===== config.mk =====
export PLATFORM = sky130hd
export DESIGN_NAME = serdes_rx_lock_word_align
export DESIGN_NICKNAME = d
export VERILOG_FILES = /design/src/rx_pkg.sv /design/src/cru_lock_ctrl.sv /design/src/serdes_rx_lock_word_align.sv
export SDC_FILE = /design/constraint.sdc
export NUM_CORES = 1
export LEC_CHECK = 0
export ABC_CLOCK_PERIOD_IN_PS = 5550
export BUFFER_PORTS_ARGS = -buffer_cell sky130_fd_sc_hd__buf_2
export CAP_MARGIN = 20
export CORE_MARGIN = 5
export CORE_UTILIZATION = 58
export DETAILED_ROUTE_END_ITERATION = 8
export PLACE_DENSITY = 0.88
export SYNTH_ARGS = -nofsm -noshare
export SYNTH_HDL_FRONTEND = slang
export SYNTH_HIERARCHICAL = 1
export SYNTH_SLANG_ARGS = --single-unit

===== constraint.sdc =====
create_clock -name i_ref_clk -period 5.55 [get_ports i_ref_clk]
set_clock_uncertainty 0.15 [all_clocks]
set_input_delay 0.2775 -clock i_ref_clk [delete_from_list [all_inputs] [get_ports i_ref_clk]]
set_output_delay 0.2775 -clock i_ref_clk [all_outputs]
set_load 0.1 [all_outputs]

===== src/rx_pkg.sv =====
// Constants for the receive lock control and word aligner.
// Assumes one serial bit per clock and a 100 MHz core clock.
package rx_pkg;

  localparam logic [7:0] ADDR_CTRL    = 8'h00;
  localparam logic [7:0] ADDR_PATTERN = 8'h04;
  localparam logic [7:0] ADDR_STATUS  = 8'h08;

  localparam int CTRL_MODE_LSB  = 0;
  localparam int CTRL_PROTO_LSB = 3;
  localparam int CTRL_W10       = 5;
  localparam int CTRL_DOUBLE    = 6;
  localparam int CTRL_QUAD      = 7;
  localparam int CTRL_CMP7      = 8;
  localparam int CTRL_USED      = 9;
  localparam int CTRL_PPM_LSB   = 10;
  localparam int CTRL_RUN_LSB   = 12;

  localparam logic [31:0] CTRL_RESET    = 32'h0000_0000;
  localparam logic [31:0] PATTERN_RESET = 32'h0000_0000;

  localparam int ST_FREQ    = 0;
  localparam int ST_PLL     = 1;
  localparam int ST_SYNC    = 2;
  localparam int ST_ALN16   = 3;
  localparam int ST_CFGERR  = 4;
  localparam int ST_RUNERR  = 5;
  localparam int ST_OFS_LSB = 8;

  localparam logic [2:0] MODE_SLIP = 3'h0;
  localparam logic [2:0] MODE_A16  = 3'h1;
  localparam logic [2:0] MODE_A10  = 3'h2;
  localparam logic [2:0] MODE_XAUI = 3'h3;
  localparam logic [2:0] MODE_GIGE = 3'h4;

  localparam logic [1:0] PROTO_CUSTOM = 2'h0;
  localparam logic [1:0] PROTO_SONET  = 2'h1;
  localparam logic [1:0] PROTO_XAUI   = 2'h2;
  localparam logic [1:0] PROTO_GIGE   = 2'h3;

  localparam logic [10:0] PPM_THR_0 = 11'h07D;
  localparam logic [10:0] PPM_THR_1 = 11'h0FA;
  localparam logic [10:0] PPM_THR_2 = 11'h1F4;
  localparam logic [10:0] PPM_THR_3 = 11'h3E8;
  // Phase measured in hundredths of a unit interval
  localparam logic [6:0]  PHASE_MAX = 7'h08;

  localparam logic [7:0] RUN_STEP10 = 8'h05;
  localparam logic [7:0] RUN_STEP8  = 8'h04;

  localparam logic [9:0] K285_NEG  = 10'h17C;
  localparam logic [2:0] SYNC_BAD  = 3'h4;
  localparam logic [3:0] LAST_W10  = 4'h9;
  localparam logic [3:0] LAST_W8   = 4'h7;

  function automatic logic [10:0] ppm_limit(input logic [1:0] sel);
    unique case (sel)
      2'h0:    ppm_limit = PPM_THR_0;
      2'h1:    ppm_limit = PPM_THR_1;
      2'h2:    ppm_limit = PPM_THR_2;
      default: ppm_limit = PPM_THR_3;
    endcase
  endfunction

  function automatic logic [7:0] run_limit(input logic [4:0] sel,
                                           input logic       w10);
    logic [15:0] p;
    p = ({11'h000, sel} + 16'h0001) * {8'h00, (w10 ? RUN_STEP10 : RUN_STEP8)};
    run_limit = p[7:0];
  endfunction

endpackage


===== src/cru_lock_ctrl.sv =====
// Lock mode selection for the clock recovery unit.
// Inputs are already synchronised to i_ref_clk by the parent.
`timescale 1ns/1ps
module cru_lock_ctrl (
  input  wire logic        i_ref_clk,
  input  wire logic        i_sys_rst,
  input  wire logic        i_force_data,
  input  wire logic        i_force_ref,
  input  wire logic        i_pll_lock,
  input  wire logic        i_power_down,
  input  wire logic [1:0]  i_ppm_sel,
  input  wire logic [10:0] i_ppm_meas,
  input  wire logic [6:0]  i_phase_meas,
  output logic             o_to_data,
  output logic             o_locked_n
);

  logic freq_ok;
  logic phase_ok;
  logic next_to_data;

  always_comb
  begin
    freq_ok  = i_ppm_meas <= rx_pkg::ppm_limit(i_ppm_sel);
    phase_ok = i_phase_meas <= rx_pkg::PHASE_MAX;
    if (i_power_down)
      next_to_data = 1'b0;
    else if (i_force_data)
      next_to_data = 1'b1;
    else if (i_force_ref)
      next_to_data = 1'b0;
    else if (o_to_data)
      next_to_data = freq_ok;
    else
      next_to_data = freq_ok && phase_ok && i_pll_lock;
  end

  always_ff @(posedge i_ref_clk)
  begin
    if (i_sys_rst)
      o_to_data <= 1'b0;
    else
      o_to_data <= next_to_data;
  end

  always_ff @(posedge i_ref_clk)
  begin
    if (i_sys_rst)
      o_locked_n <= 1'b1;
    else
      o_locked_n <= i_power_down || !i_pll_lock;
  end

endmodule


===== src/serdes_rx_lock_word_align.sv =====
// Receive channel: lock control, deserializer, run length check and word aligner.
// Assumes one serial bit per i_ref_clk and a register master on the same clock.
//
// The address map and strobed register access are this design's own decisions.
`timescale 1ns/1ps
module serdes_rx_lock_word_align (
  input  wire logic        i_ref_clk,
  input  wire logic        i_sys_rst,
  input  wire logic        i_rx_serial,
  input  wire logic        i_force_data_lock,
  input  wire logic        i_force_ref_lock,
  input  wire logic        i_pll_lock,
  input  wire logic [10:0] i_ppm_meas,
  input  wire logic [6:0]  i_phase_meas,
  input  wire logic        i_bit_slip,
  input  wire logic        i_realign,
  input  wire logic        i_align_en,
  input  wire logic [7:0]  i_addr,
  input  wire logic [31:0] i_wr_data,
  input  wire logic        i_wr_stb,
  input  wire logic        i_rd_stb,
  output logic      [31:0] o_rd_data,
  output logic      [9:0]  o_word,
  output logic             o_word_valid,
  output logic             o_pattern_det,
  output logic             o_sync_ok,
  output logic             o_freq_locked,
  output logic             o_pll_locked_n,
  output logic             o_cru_power_down,
  output logic             o_run_err
);

  typedef enum logic [4:0] {
    SYNC_LOSS = 5'h01,
    SYNC_ACQ1 = 5'h02,
    SYNC_ACQ2 = 5'h04,
    SYNC_ACQ3 = 5'h08,
    SYNC_DONE = 5'h10
  } sync_e;

  localparam int PIN_W = 22;

  logic [PIN_W-1:0] pin_meta;
  logic [PIN_W-1:0] pin_sync;
  logic             rx_bit;
  logic             force_data;
  logic             force_ref;
  logic             pll_lock;
  logic [10:0]      ppm_s;
  logic [6:0]       phase_s;

  logic [31:0] ctrl;
  logic [31:0] pattern;
  logic [2:0]  mode;
  logic [1:0]  proto;
  logic        w10;
  logic        quad;
  logic        cmp7;
  logic        used;

  logic [31:0] hist;
  logic [3:0]  cnt;
  logic [3:0]  next_cnt;
  logic [3:0]  wlast;
  logic        at_end;
  logic        cfg_ok;
  logic        hit;
  logic        pdet;
  logic        may_align;
  logic        realign;
  logic        slip_prev;
  logic        slip_go;
  logic        word_end;
  logic        aligned16;
  logic        comma_ok;
  logic        comma_bad;
  sync_e       sync_st;
  sync_e       next_sync;
  logic [2:0]  bad_cnt;
  logic [7:0]  run_len;
  logic [7:0]  run_max;
  logic        run_clr;
  logic [31:0] status;

  // Both polarities of a 10-bit code, optionally on the lower seven bits
  function automatic logic match10(input logic [9:0] win,
                                   input logic [9:0] pat,
                                   input logic       low7);
    if (low7)
      match10 = (win[6:0] == pat[6:0]) || (win[6:0] == ~pat[6:0]);
    else
      match10 = (win == pat) || (win == ~pat);
  endfunction

  // Allowed pairing of aligner mode, protocol and path width
  function automatic logic mode_legal(input logic [2:0] md,
                                      input logic [1:0] pr,
                                      input logic       wide,
                                      input logic       four);
    logic cs;
    cs = (pr == rx_pkg::PROTO_CUSTOM) || (pr == rx_pkg::PROTO_SONET);
    unique case (md)
      rx_pkg::MODE_SLIP: mode_legal = cs;
      rx_pkg::MODE_A16:
        mode_legal = cs && !wide && !(four && pr != rx_pkg::PROTO_SONET);
      rx_pkg::MODE_A10:  mode_legal = wide && pr == rx_pkg::PROTO_CUSTOM;
      rx_pkg::MODE_XAUI: mode_legal = wide && pr == rx_pkg::PROTO_XAUI;
      rx_pkg::MODE_GIGE: mode_legal = wide && pr == rx_pkg::PROTO_GIGE;
      default:           mode_legal = 1'b0;
    endcase
  endfunction

  // Pin inputs pass two flip-flops
  always_ff @(posedge i_ref_clk)
  begin
    if (i_sys_rst)
    begin
      pin_meta <= '0;
      pin_sync <= '0;
    end
    else
    begin
      pin_meta <= {i_rx_serial, i_force_data_lock, i_force_ref_lock,
                   i_pll_lock, i_ppm_meas, i_phase_meas};
      pin_sync <= pin_meta;
    end
  end

  assign {rx_bit, force_data, force_ref, pll_lock, ppm_s, phase_s} = pin_sync;

  assign mode  = ctrl[rx_pkg::CTRL_MODE_LSB +: 3];
  assign proto = ctrl[rx_pkg::CTRL_PROTO_LSB +: 2];
  assign w10   = ctrl[rx_pkg::CTRL_W10];
  assign quad  = ctrl[rx_pkg::CTRL_QUAD];
  assign cmp7  = ctrl[rx_pkg::CTRL_CMP7];
  assign used  = ctrl[rx_pkg::CTRL_USED];

  // Register writes
  always_ff @(posedge i_ref_clk)
  begin
    if (i_sys_rst)
    begin
      ctrl    <= rx_pkg::CTRL_RESET;
      pattern <= rx_pkg::PATTERN_RESET;
    end
    else if (i_wr_stb)
    begin
      if (i_addr == rx_pkg::ADDR_CTRL)
        ctrl <= i_wr_data;
      if (i_addr == rx_pkg::ADDR_PATTERN)
        pattern <= i_wr_data;
    end
  end

  assign run_clr = i_wr_stb && i_addr == rx_pkg::ADDR_STATUS &&
                   i_wr_data[rx_pkg::ST_RUNERR];

  always_comb
  begin
    status = '0;
    status[rx_pkg::ST_FREQ]   = o_freq_locked;
    status[rx_pkg::ST_PLL]    = !o_pll_locked_n;
    status[rx_pkg::ST_SYNC]   = o_sync_ok;
    status[rx_pkg::ST_ALN16]  = aligned16;
    status[rx_pkg::ST_CFGERR] = !cfg_ok;
    status[rx_pkg::ST_RUNERR] = o_run_err;
    status[rx_pkg::ST_OFS_LSB +: 4] = cnt;
  end

  // Read data stands only in the cycle after the strobe
  always_ff @(posedge i_ref_clk)
  begin
    if (i_sys_rst || !i_rd_stb)
      o_rd_data <= '0;
    else
    begin
      unique case (i_addr)
        rx_pkg::ADDR_CTRL:    o_rd_data <= ctrl;
        rx_pkg::ADDR_PATTERN: o_rd_data <= pattern;
        rx_pkg::ADDR_STATUS:  o_rd_data <= status;
        default:              o_rd_data <= '0;
      endcase
    end
  end

  // Lock control
  cru_lock_ctrl u_lock (
    .i_ref_clk    (i_ref_clk),
    .i_sys_rst    (i_sys_rst),
    .i_force_data (force_data),
    .i_force_ref  (force_ref),
    .i_pll_lock   (pll_lock),
    .i_power_down (!used),
    .i_ppm_sel    (ctrl[rx_pkg::CTRL_PPM_LSB +: 2]),
    .i_ppm_meas   (ppm_s),
    .i_phase_meas (phase_s),
    .o_to_data    (o_freq_locked),
    .o_locked_n   (o_pll_locked_n)
  );

  always_ff @(posedge i_ref_clk)
  begin
    if (i_sys_rst)
      o_cru_power_down <= 1'b1;
    else
      o_cru_power_down <= !used;
  end

  // Serial history, oldest bit lowest
  always_ff @(posedge i_ref_clk)
  begin
    if (i_sys_rst)
      hist <= '0;
    else
      hist <= {rx_bit, hist[31:1]};
  end

  // Run length check
  assign run_max = rx_pkg::run_limit(ctrl[rx_pkg::CTRL_RUN_LSB +: 5], w10);

  always_ff @(posedge i_ref_clk)
  begin
    if (i_sys_rst)
      run_len <= 8'h00;
    else if (hist[31] != hist[30])
      run_len <= 8'h01;
    else if (run_len != 8'hFF)
      run_len <= run_len + 8'h01;
  end

  always_ff @(posedge i_ref_clk)
  begin
    if (i_sys_rst)
      o_run_err <= 1'b0;
    else if (run_len >= run_max)
      o_run_err <= 1'b1;
    else if (run_clr)
      o_run_err <= 1'b0;
  end

  // Aligner decode
  always_comb
  begin
    cfg_ok = mode_legal(mode, proto, w10, quad);
    wlast  = w10 ? rx_pkg::LAST_W10 : rx_pkg::LAST_W8;
    at_end = cnt == wlast;
    hit    = 1'b0;
    may_align = 1'b0;
    unique case (mode)
      rx_pkg::MODE_A16:
      begin
        hit = quad ? hist == pattern : hist[31:16] == pattern[15:0];
        may_align = !aligned16;
      end
      rx_pkg::MODE_A10:
      begin
        hit = match10(hist[31:22], pattern[9:0], cmp7);
        may_align = i_align_en;
      end
      rx_pkg::MODE_XAUI, rx_pkg::MODE_GIGE:
      begin
        hit = match10(hist[31:22], rx_pkg::K285_NEG, 1'b0);
        may_align = sync_st == SYNC_LOSS;
      end
      default:
      begin
        hit = 1'b0;
        may_align = 1'b0;
      end
    endcase
    if (mode == rx_pkg::MODE_SLIP)
      pdet = w10 ? hist[31:22] == pattern[9:0] : hist[31:24] == pattern[7:0];
    else
      pdet = hit;
    realign   = cfg_ok && hit && may_align;
    slip_go   = cfg_ok && mode == rx_pkg::MODE_SLIP && i_bit_slip && !slip_prev;
    word_end  = cfg_ok && !slip_go && (at_end || realign);
    comma_ok  = cfg_ok && (mode == rx_pkg::MODE_XAUI || mode == rx_pkg::MODE_GIGE)
                && hit && at_end;
    comma_bad = cfg_ok && (mode == rx_pkg::MODE_XAUI || mode == rx_pkg::MODE_GIGE)
                && hit && !at_end;
    if (!cfg_ok)
      next_cnt = 4'h0;
    else if (slip_go)
      next_cnt = cnt;
    else if (word_end)
      next_cnt = 4'h0;
    else
      next_cnt = cnt + 4'h1;
  end

  always_ff @(posedge i_ref_clk)
  begin
    if (i_sys_rst)
    begin
      cnt       <= 4'h0;
      slip_prev <= 1'b0;
    end
    else
    begin
      cnt       <= next_cnt;
      slip_prev <= i_bit_slip;
    end
  end

  // Word output on the current boundary
  always_ff @(posedge i_ref_clk)
  begin
    if (i_sys_rst)
    begin
      o_word        <= '0;
      o_word_valid  <= 1'b0;
      o_pattern_det <= 1'b0;
    end
    else
    begin
      o_word_valid  <= word_end;
      o_pattern_det <= word_end && pdet;
      if (word_end)
        o_word <= w10 ? hist[31:22] : {2'h0, hist[31:24]};
    end
  end

  always_ff @(posedge i_ref_clk)
  begin
    if (i_sys_rst || mode != rx_pkg::MODE_A16)
      aligned16 <= 1'b0;
    else if (realign)
      aligned16 <= 1'b1;
    else if (i_realign)
      aligned16 <= 1'b0;
  end

  // Comma synchronisation
  always_comb
  begin
    next_sync = sync_st;
    unique case (sync_st)
      SYNC_LOSS: if (realign) next_sync = SYNC_ACQ1;
      SYNC_ACQ1: if (comma_ok) next_sync = SYNC_ACQ2;
                 else if (comma_bad) next_sync = SYNC_LOSS;
      SYNC_ACQ2: if (comma_ok) next_sync = SYNC_ACQ3;
                 else if (comma_bad) next_sync = SYNC_LOSS;
      SYNC_ACQ3: if (comma_ok) next_sync = SYNC_DONE;
                 else if (comma_bad) next_sync = SYNC_LOSS;
      SYNC_DONE: if (comma_bad && bad_cnt == rx_pkg::SYNC_BAD - 3'h1)
                   next_sync = SYNC_LOSS;
      default:   next_sync = SYNC_LOSS;
    endcase
    if (!cfg_ok || !(mode == rx_pkg::MODE_XAUI || mode == rx_pkg::MODE_GIGE))
      next_sync = SYNC_LOSS;
  end

  always_ff @(posedge i_ref_clk)
  begin
    if (i_sys_rst)
      sync_st <= SYNC_LOSS;
    else
      sync_st <= next_sync;
  end

  always_ff @(posedge i_ref_clk)
  begin
    if (i_sys_rst || sync_st != SYNC_DONE || comma_ok)
      bad_cnt <= 3'h0;
    else if (comma_bad)
      bad_cnt <= bad_cnt + 3'h1;
  end

  always_ff @(posedge i_ref_clk)
  begin
    if (i_sys_rst)
      o_sync_ok <= 1'b0;
    else
      o_sync_ok <= next_sync == SYNC_DONE;
  end
endmodule


## Yosys cells after proc, flatten, opt, wreduce, memory -nomap -nowiden

Cells that the tools add are included.

| operators by class | value |
|---|---|
| equality and inequality tests | 33 |
| $mul | 1 |
| reductions and logical operators | 60 |
| muxes and demuxes | 30 |
| order comparisons | 3 |
| add/subtract/negate cells | 4 |
| bitwise gates (word level) | 4 |

Operators with widths:

| cell | count |
|---|---|
| 32-bit one-hot mux with 3 select lines | 1 |
| 5-bit 2-to-1 mux | 7 |
| 32-bit == test | 1 |
| 10-bit one-hot mux with 3 select lines | 1 |
| 5-bit one-hot mux with 5 select lines | 1 |
| 1-bit logical AND | 23 |
| 10-bit == test | 2 |
| 16-bit == test | 1 |
| 7-bit == test | 2 |
| 1-bit 2-to-1 mux | 14 |
| 1-bit logical NOT | 12 |
| 1-bit logical OR | 12 |
| 11-bit by 10-bit less-or-equal comparator with 1-bit output | 1 |
| 10-bit == test, second input constant | 1 |
| 10-bit by 9-bit == test with 1-bit output, second input constant | 1 |
| 5-bit == test, second input constant | 2 |
| 10-bit 2-to-1 mux | 1 |
| 10-bit inverter | 1 |
| 3-bit by 2-bit == test with 1-bit output, second input constant | 3 |
| 8-bit by 1-bit adder with 8-bit output, second input constant | 1 |
| 8-bit by 3-bit == test with 1-bit output, second input constant | 1 |
| 8-bit by 4-bit == test with 1-bit output, second input constant | 1 |
| 8-bit == test | 1 |
| 8-bit >= comparator | 1 |
| other kinds (30) | 43 |

| storage, ports and cells | value |
|---|---|
| output and inout port bits | 49 |
| word-level logic and storage cells | 156 |
| input bits | 69 |
| register bits after elaboration | 211 |

## Longest topological paths before layout

| depth | value |
|---|---|
| word-level depth | 13 |
| mapped depth | 14 |
| depth with buffers taken out | 14 |

## Modules after synthesis

The synthesis kept the hierarchy.

Modules (own cells, without submodules):

| module | times used | area an instance (um2) | seq. area each (um2) | cells an instance |
|---|---|---|---|---|
| serdes_rx_lock_word_align | 1 | 9041.2 | 4184.0 | 1024 |
| cru_lock_ctrl | 1 | 302.8 | 40.0 | 39 |

## Least setup slack after synthesis

Ideal clock, no wire load.

| timing | value |
|---|---|
| kind | register to register |
| from | reg ctrl[12] |
| to | reg o_run_err |
| slack | 2.708 ns |
| cell stages (with the launch flop) | 15 |
| setup time | 0.131 ns |
| clock period less this slack | 2.842 ns |
| buffers on the path | 0 |
| required time | 5.269 ns |
| arrival time | 2.561 ns |
| cells stage by stage | dfxtp_1 -> ha_1 -> nand3_1 -> xnor2_1 -> and2_1 -> ha_1 -> ha_1 -> a21o_1 -> a21oi_1 -> xor2_1 -> ha_1 -> o21ai_0 -> a21oi_1 -> o21ai_0 -> a31oi_1 |

| between the ends | value |
|---|---|
| word-level cells in the longest chain between the ends | 4 |
| elaborated cells on any way between the ends | 5 |
| those cells by class | add/sub (1); mul (1); order compare (1); mux (1); reduce/logical (1) |

RTL lines:

| element | RTL line | RTL |
|---|---|---|
| start, declared | serdes_rx_lock_word_align.sv:52 | `logic [31:0] ctrl;` |
| start signal, assigned | serdes_rx_lock_word_align.sv:143 | `ctrl <= rx_pkg::CTRL_RESET;` |
| start signal, assigned | serdes_rx_lock_word_align.sv:149 | `ctrl <= i_wr_data;` |
| 5-bit by 1-bit adder with 6-bit output * | rx_pkg.sv:68 | `p = ({11'h000, sel} + 16'h0001) * {8'h00, (w10 ? RUN_STEP10 : RUN_STEP8)};` |
| 6-bit by 3-bit multiplier with 8-bit output * | rx_pkg.sv:68 |  |
| 8-bit >= comparator * | serdes_rx_lock_word_align.sv:235 | `else if (run_len >= run_max)` |
| 1-bit 2-to-1 mux or 2-bit nonzero test (tied branches) | - |  |
| end signal, assigned | serdes_rx_lock_word_align.sv:234 | `o_run_err <= 1'b0;` |
| end signal, assigned | serdes_rx_lock_word_align.sv:236 | `o_run_err <= 1'b1;` |
| end signal, assigned | serdes_rx_lock_word_align.sv:238 | `o_run_err <= 1'b0;` |
| end, declared | serdes_rx_lock_word_align.sv:30 | `output logic o_run_err` |

Mark *: on every way between the ends. The rest lies on a longest branch, timed or not.
A chain may end at the register's enable or synchronous reset.

## Worst setup path in the final report

| timing | value |
|---|---|
| from | reg ctrl[5] |
| to | reg o_word[7] |

| between the ends | value |
|---|---|
| word-level cells in the longest chain between the ends | 10 |
| elaborated cells on any way between the ends | 19 |
| those cells by class | eq/ne (1); mux (3); reduce/logical (15) |

RTL lines:

| element | RTL line | RTL |
|---|---|---|
| 1-bit logical NOT | serdes_rx_lock_word_align.sv:105 | `mode_legal = cs && !wide && !(four && pr != rx_pkg::PROTO_SONET);` |
| 1-bit logical AND (2 in a row) | serdes_rx_lock_word_align.sv:105 |  |
| 1-bit one-hot mux with 5 select lines | serdes_rx_lock_word_align.sv:102 | `unique case (md)` |
| 1-bit logical AND (3 in a row) | serdes_rx_lock_word_align.sv:276 | `slip_go = cfg_ok && mode == rx_pkg::MODE_SLIP && i_bit_slip && !slip_prev;` |
| 1-bit logical NOT | serdes_rx_lock_word_align.sv:277 | `word_end = cfg_ok && !slip_go && (at_end \|\| realign);` |
| 1-bit logical AND (2 in a row) | serdes_rx_lock_word_align.sv:277 |  |
| end signal, assigned | serdes_rx_lock_word_align.sv:320 | `o_word <= w10 ? hist[31:22] : {2'h0, hist[31:24]};` |
| end, declared | serdes_rx_lock_word_align.sv:23 | `output logic [9:0] o_word,` |

Parallel ways exist; a longest one is shown, timed or not.

==> run summary <==
CTS Buf Count = 22
Ys Warns = 6
DR vias/cell = 5.58
First-pass GRT wire length = 39.7 mm
Syn nets = 1164
Cell area after synthesis = 9340 µm²
RSZ-0062 raised after global routing = no
Flops & latches, synth = 211
Startpoint types = flop
Initial DRT Pass Iterations = 5
GPL Wtd Cong = 1.02
Antenna cells = 0
Status = complete, no violations
Max_slew headroom = 0.372
Initial antenna violation count = 2
CP arrival = 3.38 ns
Initial Util = 0.590
# DRC = 0
Area of the die = 18700 µm²
Total of max-cap violations = 0
Syn_area_per_cell = 8.79 µm²
Aggregate global routing overflow = 0
Non-Filler Cell Area, Final = 11300 µm²
Die width = 137 µm
Fin. Hold Viols = 0
Hold Buf Count CTS = 56
Worst Path Required = 5.76 ns
Synth area leader = dfxtp_1
Seq/Total Area, Yosys = 0.452
CTS H-Tree Depth = 1
Multi-input combinational cell area = 4700 µm²
Worst reg2reg path depth = 6
Bufs on Longest Clock Path = 3
Largest net degree at the start of global routing = 93
All-Layer GR Usage = 0.262
Hold/Removal Path Class = in2reg
Tightest Pin Transition = 0.936 ns
Maximum vdd drop = 0.283 mV
Post-synth EDFFs = 0
Synth cell types = 59
Critical Path Fanout Max = 23
Post-Route WL = 24.5 mm
Setup TNS = 0 ns
Fillers = 1142
Post-synth top area share = 0.452
Register Area = 4220 µm²
Port Buffer Count = 117
Root Driver = clkbuf_16
Post-DP Area = 9920 µm²
Final core occ = 0.711
CTS clk-pin slew, worst paths = 0.06 ns
Core Area = 15800 µm²
WL per Instance = 17.3 µm
Hold path depth = 4
Ys async rst share = 0
Leakage power = 4.85 nW
Time the worst path needs with I/O delays and setup = 3.17 ns
R2R Setup Slk = 2.38 ns
Critical path type = reg2reg
Cells after synthesis = 1063
Post-CTS Repair Setup Buffers = 0
Slew Limit Fails = 0
Total I/O pin count = 118
Crit. End Element = flop
Layout cells sized above 1 = 0.144
Post-DP HPWL = 16.3 mm
Top cells by area, synth = dfxtp_1, nand2_1, nor2b_1
PwrDens = 290 nW/µm²
Layout Nets = 1293
Drt first-iter violations = 729
ANT nets after route = 0
Fin crit share = 0.572
Synth-to-Final Area Change = 20.4%
Most common flop cell mapped by yosys = dfxtp_1
Clk_lat worst skew = 0.52 ns
Row count = 46
CTS resizes = 0
Clk sinks = 211
CTS tree = done
Vias in the first global route = 7898
Chip Height = 137 µm
Setup violators final = 0
DR vias = 7941
Highest Clock Rate = 0.315 GHz
flip-flops by register name, summed over array words and instances, names as in the netlist:
signal             cells
o_run_err              1
cnt                    4
o_rd_data             32
ctrl                  32
pin_sync              22
u_lock/o_locked_n      1
aligned16              1
bad_cnt                3
pin_meta              22
hist                  32
o_word                10
slip_prev              1
sync_st                5
o_word_valid           1
o_cru_power_down       1
pattern               32
u_lock/o_to_data       1
run_len                8
o_sync_ok              1
o_pattern_det          1
final timing paths:
kind                      from                end
hold / removal       i_addr[3]       o_rd_data[0]
setup / recovery       ctrl[5]          o_word[7]
setup reg to reg       ctrl[5]          o_word[7]
hold reg to reg   pin_sync[18]  u_lock/o_locked_n
placed cells by master (no fill, tap or decap), types with 7 or more instances in the layout:
master         Yosys  final
o21ai_0           21     21
nand4_1           12     12
nor4_1            14     14
xor2_1            53     53
nand3_1           20     20
mux2i_1           42     42
ha_1              31     31
buf_2             13    116
nor2b_1           80     80
dlygate4sd3_1      0     56
nor3_1            14     14
dfxtp_1          211    211
nand2b_1          11     11
clkbuf_16          0     22
and3_1             8      8
buf_4              3      7
or4_1              7      7
nor2_1            90     90
xnor2_1           24     24
a21oi_1           90     90
nand2_1          158    158
inv_1             23     23
cells in the mapped netlist, drive strengths merged (8+ instances only):
library cell and number:
dfxtp 211, nand2 158, nor2 91, a21oi 90
nor2b 80, xor2 53, clkbuf 52, mux2i 42
ha 31, xnor2 26, inv 23, buf 22
o21ai 22, nand3 20, nor4 15, nor3 14
nand4 12, nand2b 11, and3 8
routing by layer:
| metal | global-route usage | vias up | share of wire |
|---|---|---|---|
| li1 | - | 3818 | - |
| met1 | 0.346 | 3744 | 0.43 |
| met2 | 0.432 | 321 | 0.47 |
| met3 | 0.0522 | 54 | 0.071 |
| met4 | 0.0881 | 4 | 0.028 |
| met5 | 0 | - | 0.00061 |
worst max-delay path, stage by stage, from the launching register on:
cell and delay [ns]:
dfxtp_1 0.83, nor3_1 0.14, o21ai_0 0.55, o2111ai_1 0.23, o21ai_2 0.78, mux2i_1 0.28, nor2_1 0.06
through the flow:
stage	hold WS, ns	cells	setup slack (ns)	total power (W)
finish	0.124	1422	2.38	0.00326
detailed placement	0.217	1328	2.41	0.00169
global placement	0.215	1328	2.49	0.00169
global route	0.158	1422	2.17	0.00335
floorplan	0.203	1063	2.71	0.00165
CTS	0.109	1422	2.41	0.00327
cells by family after synthesis:
| logic type | Yosys count | share of synthesized area |
|---|---|---|
| multiplexers | 48 | 0.0522 |
| AND/OR/NAND/NOR | 451 | 0.241 |
| buffers and inverters | 97 | 0.0451 |
| AO/OA/AOI/OAI | 145 | 0.0907 |
| flip-flops | 211 | 0.452 |
| XOR/XNOR | 79 | 0.0757 |
| adder cells (fa/ha/maj) | 32 | 0.0437 |
cell type report:
class / count / area share
clock inverters: 8 / 0.0147
repair buffers: 179 / 0.106
multi-input cells: 755 / 0.418
clock buffers: 30 / 0.0543
inverters: 23 / 0.00767
well taps: 216 / 0.0240
flip-flops and latches: 211 / 0.375
where the power goes:
group | leakage [nW] | internal [W] | switching [W]
clock | 0.378 | 0.000961 | 0.000606
sequential | 1.71 | 0.00153 | 0.0000133
combinational | 2.76 | 0.0000745 | 0.0000738
(Power assumes the default switching activity.)
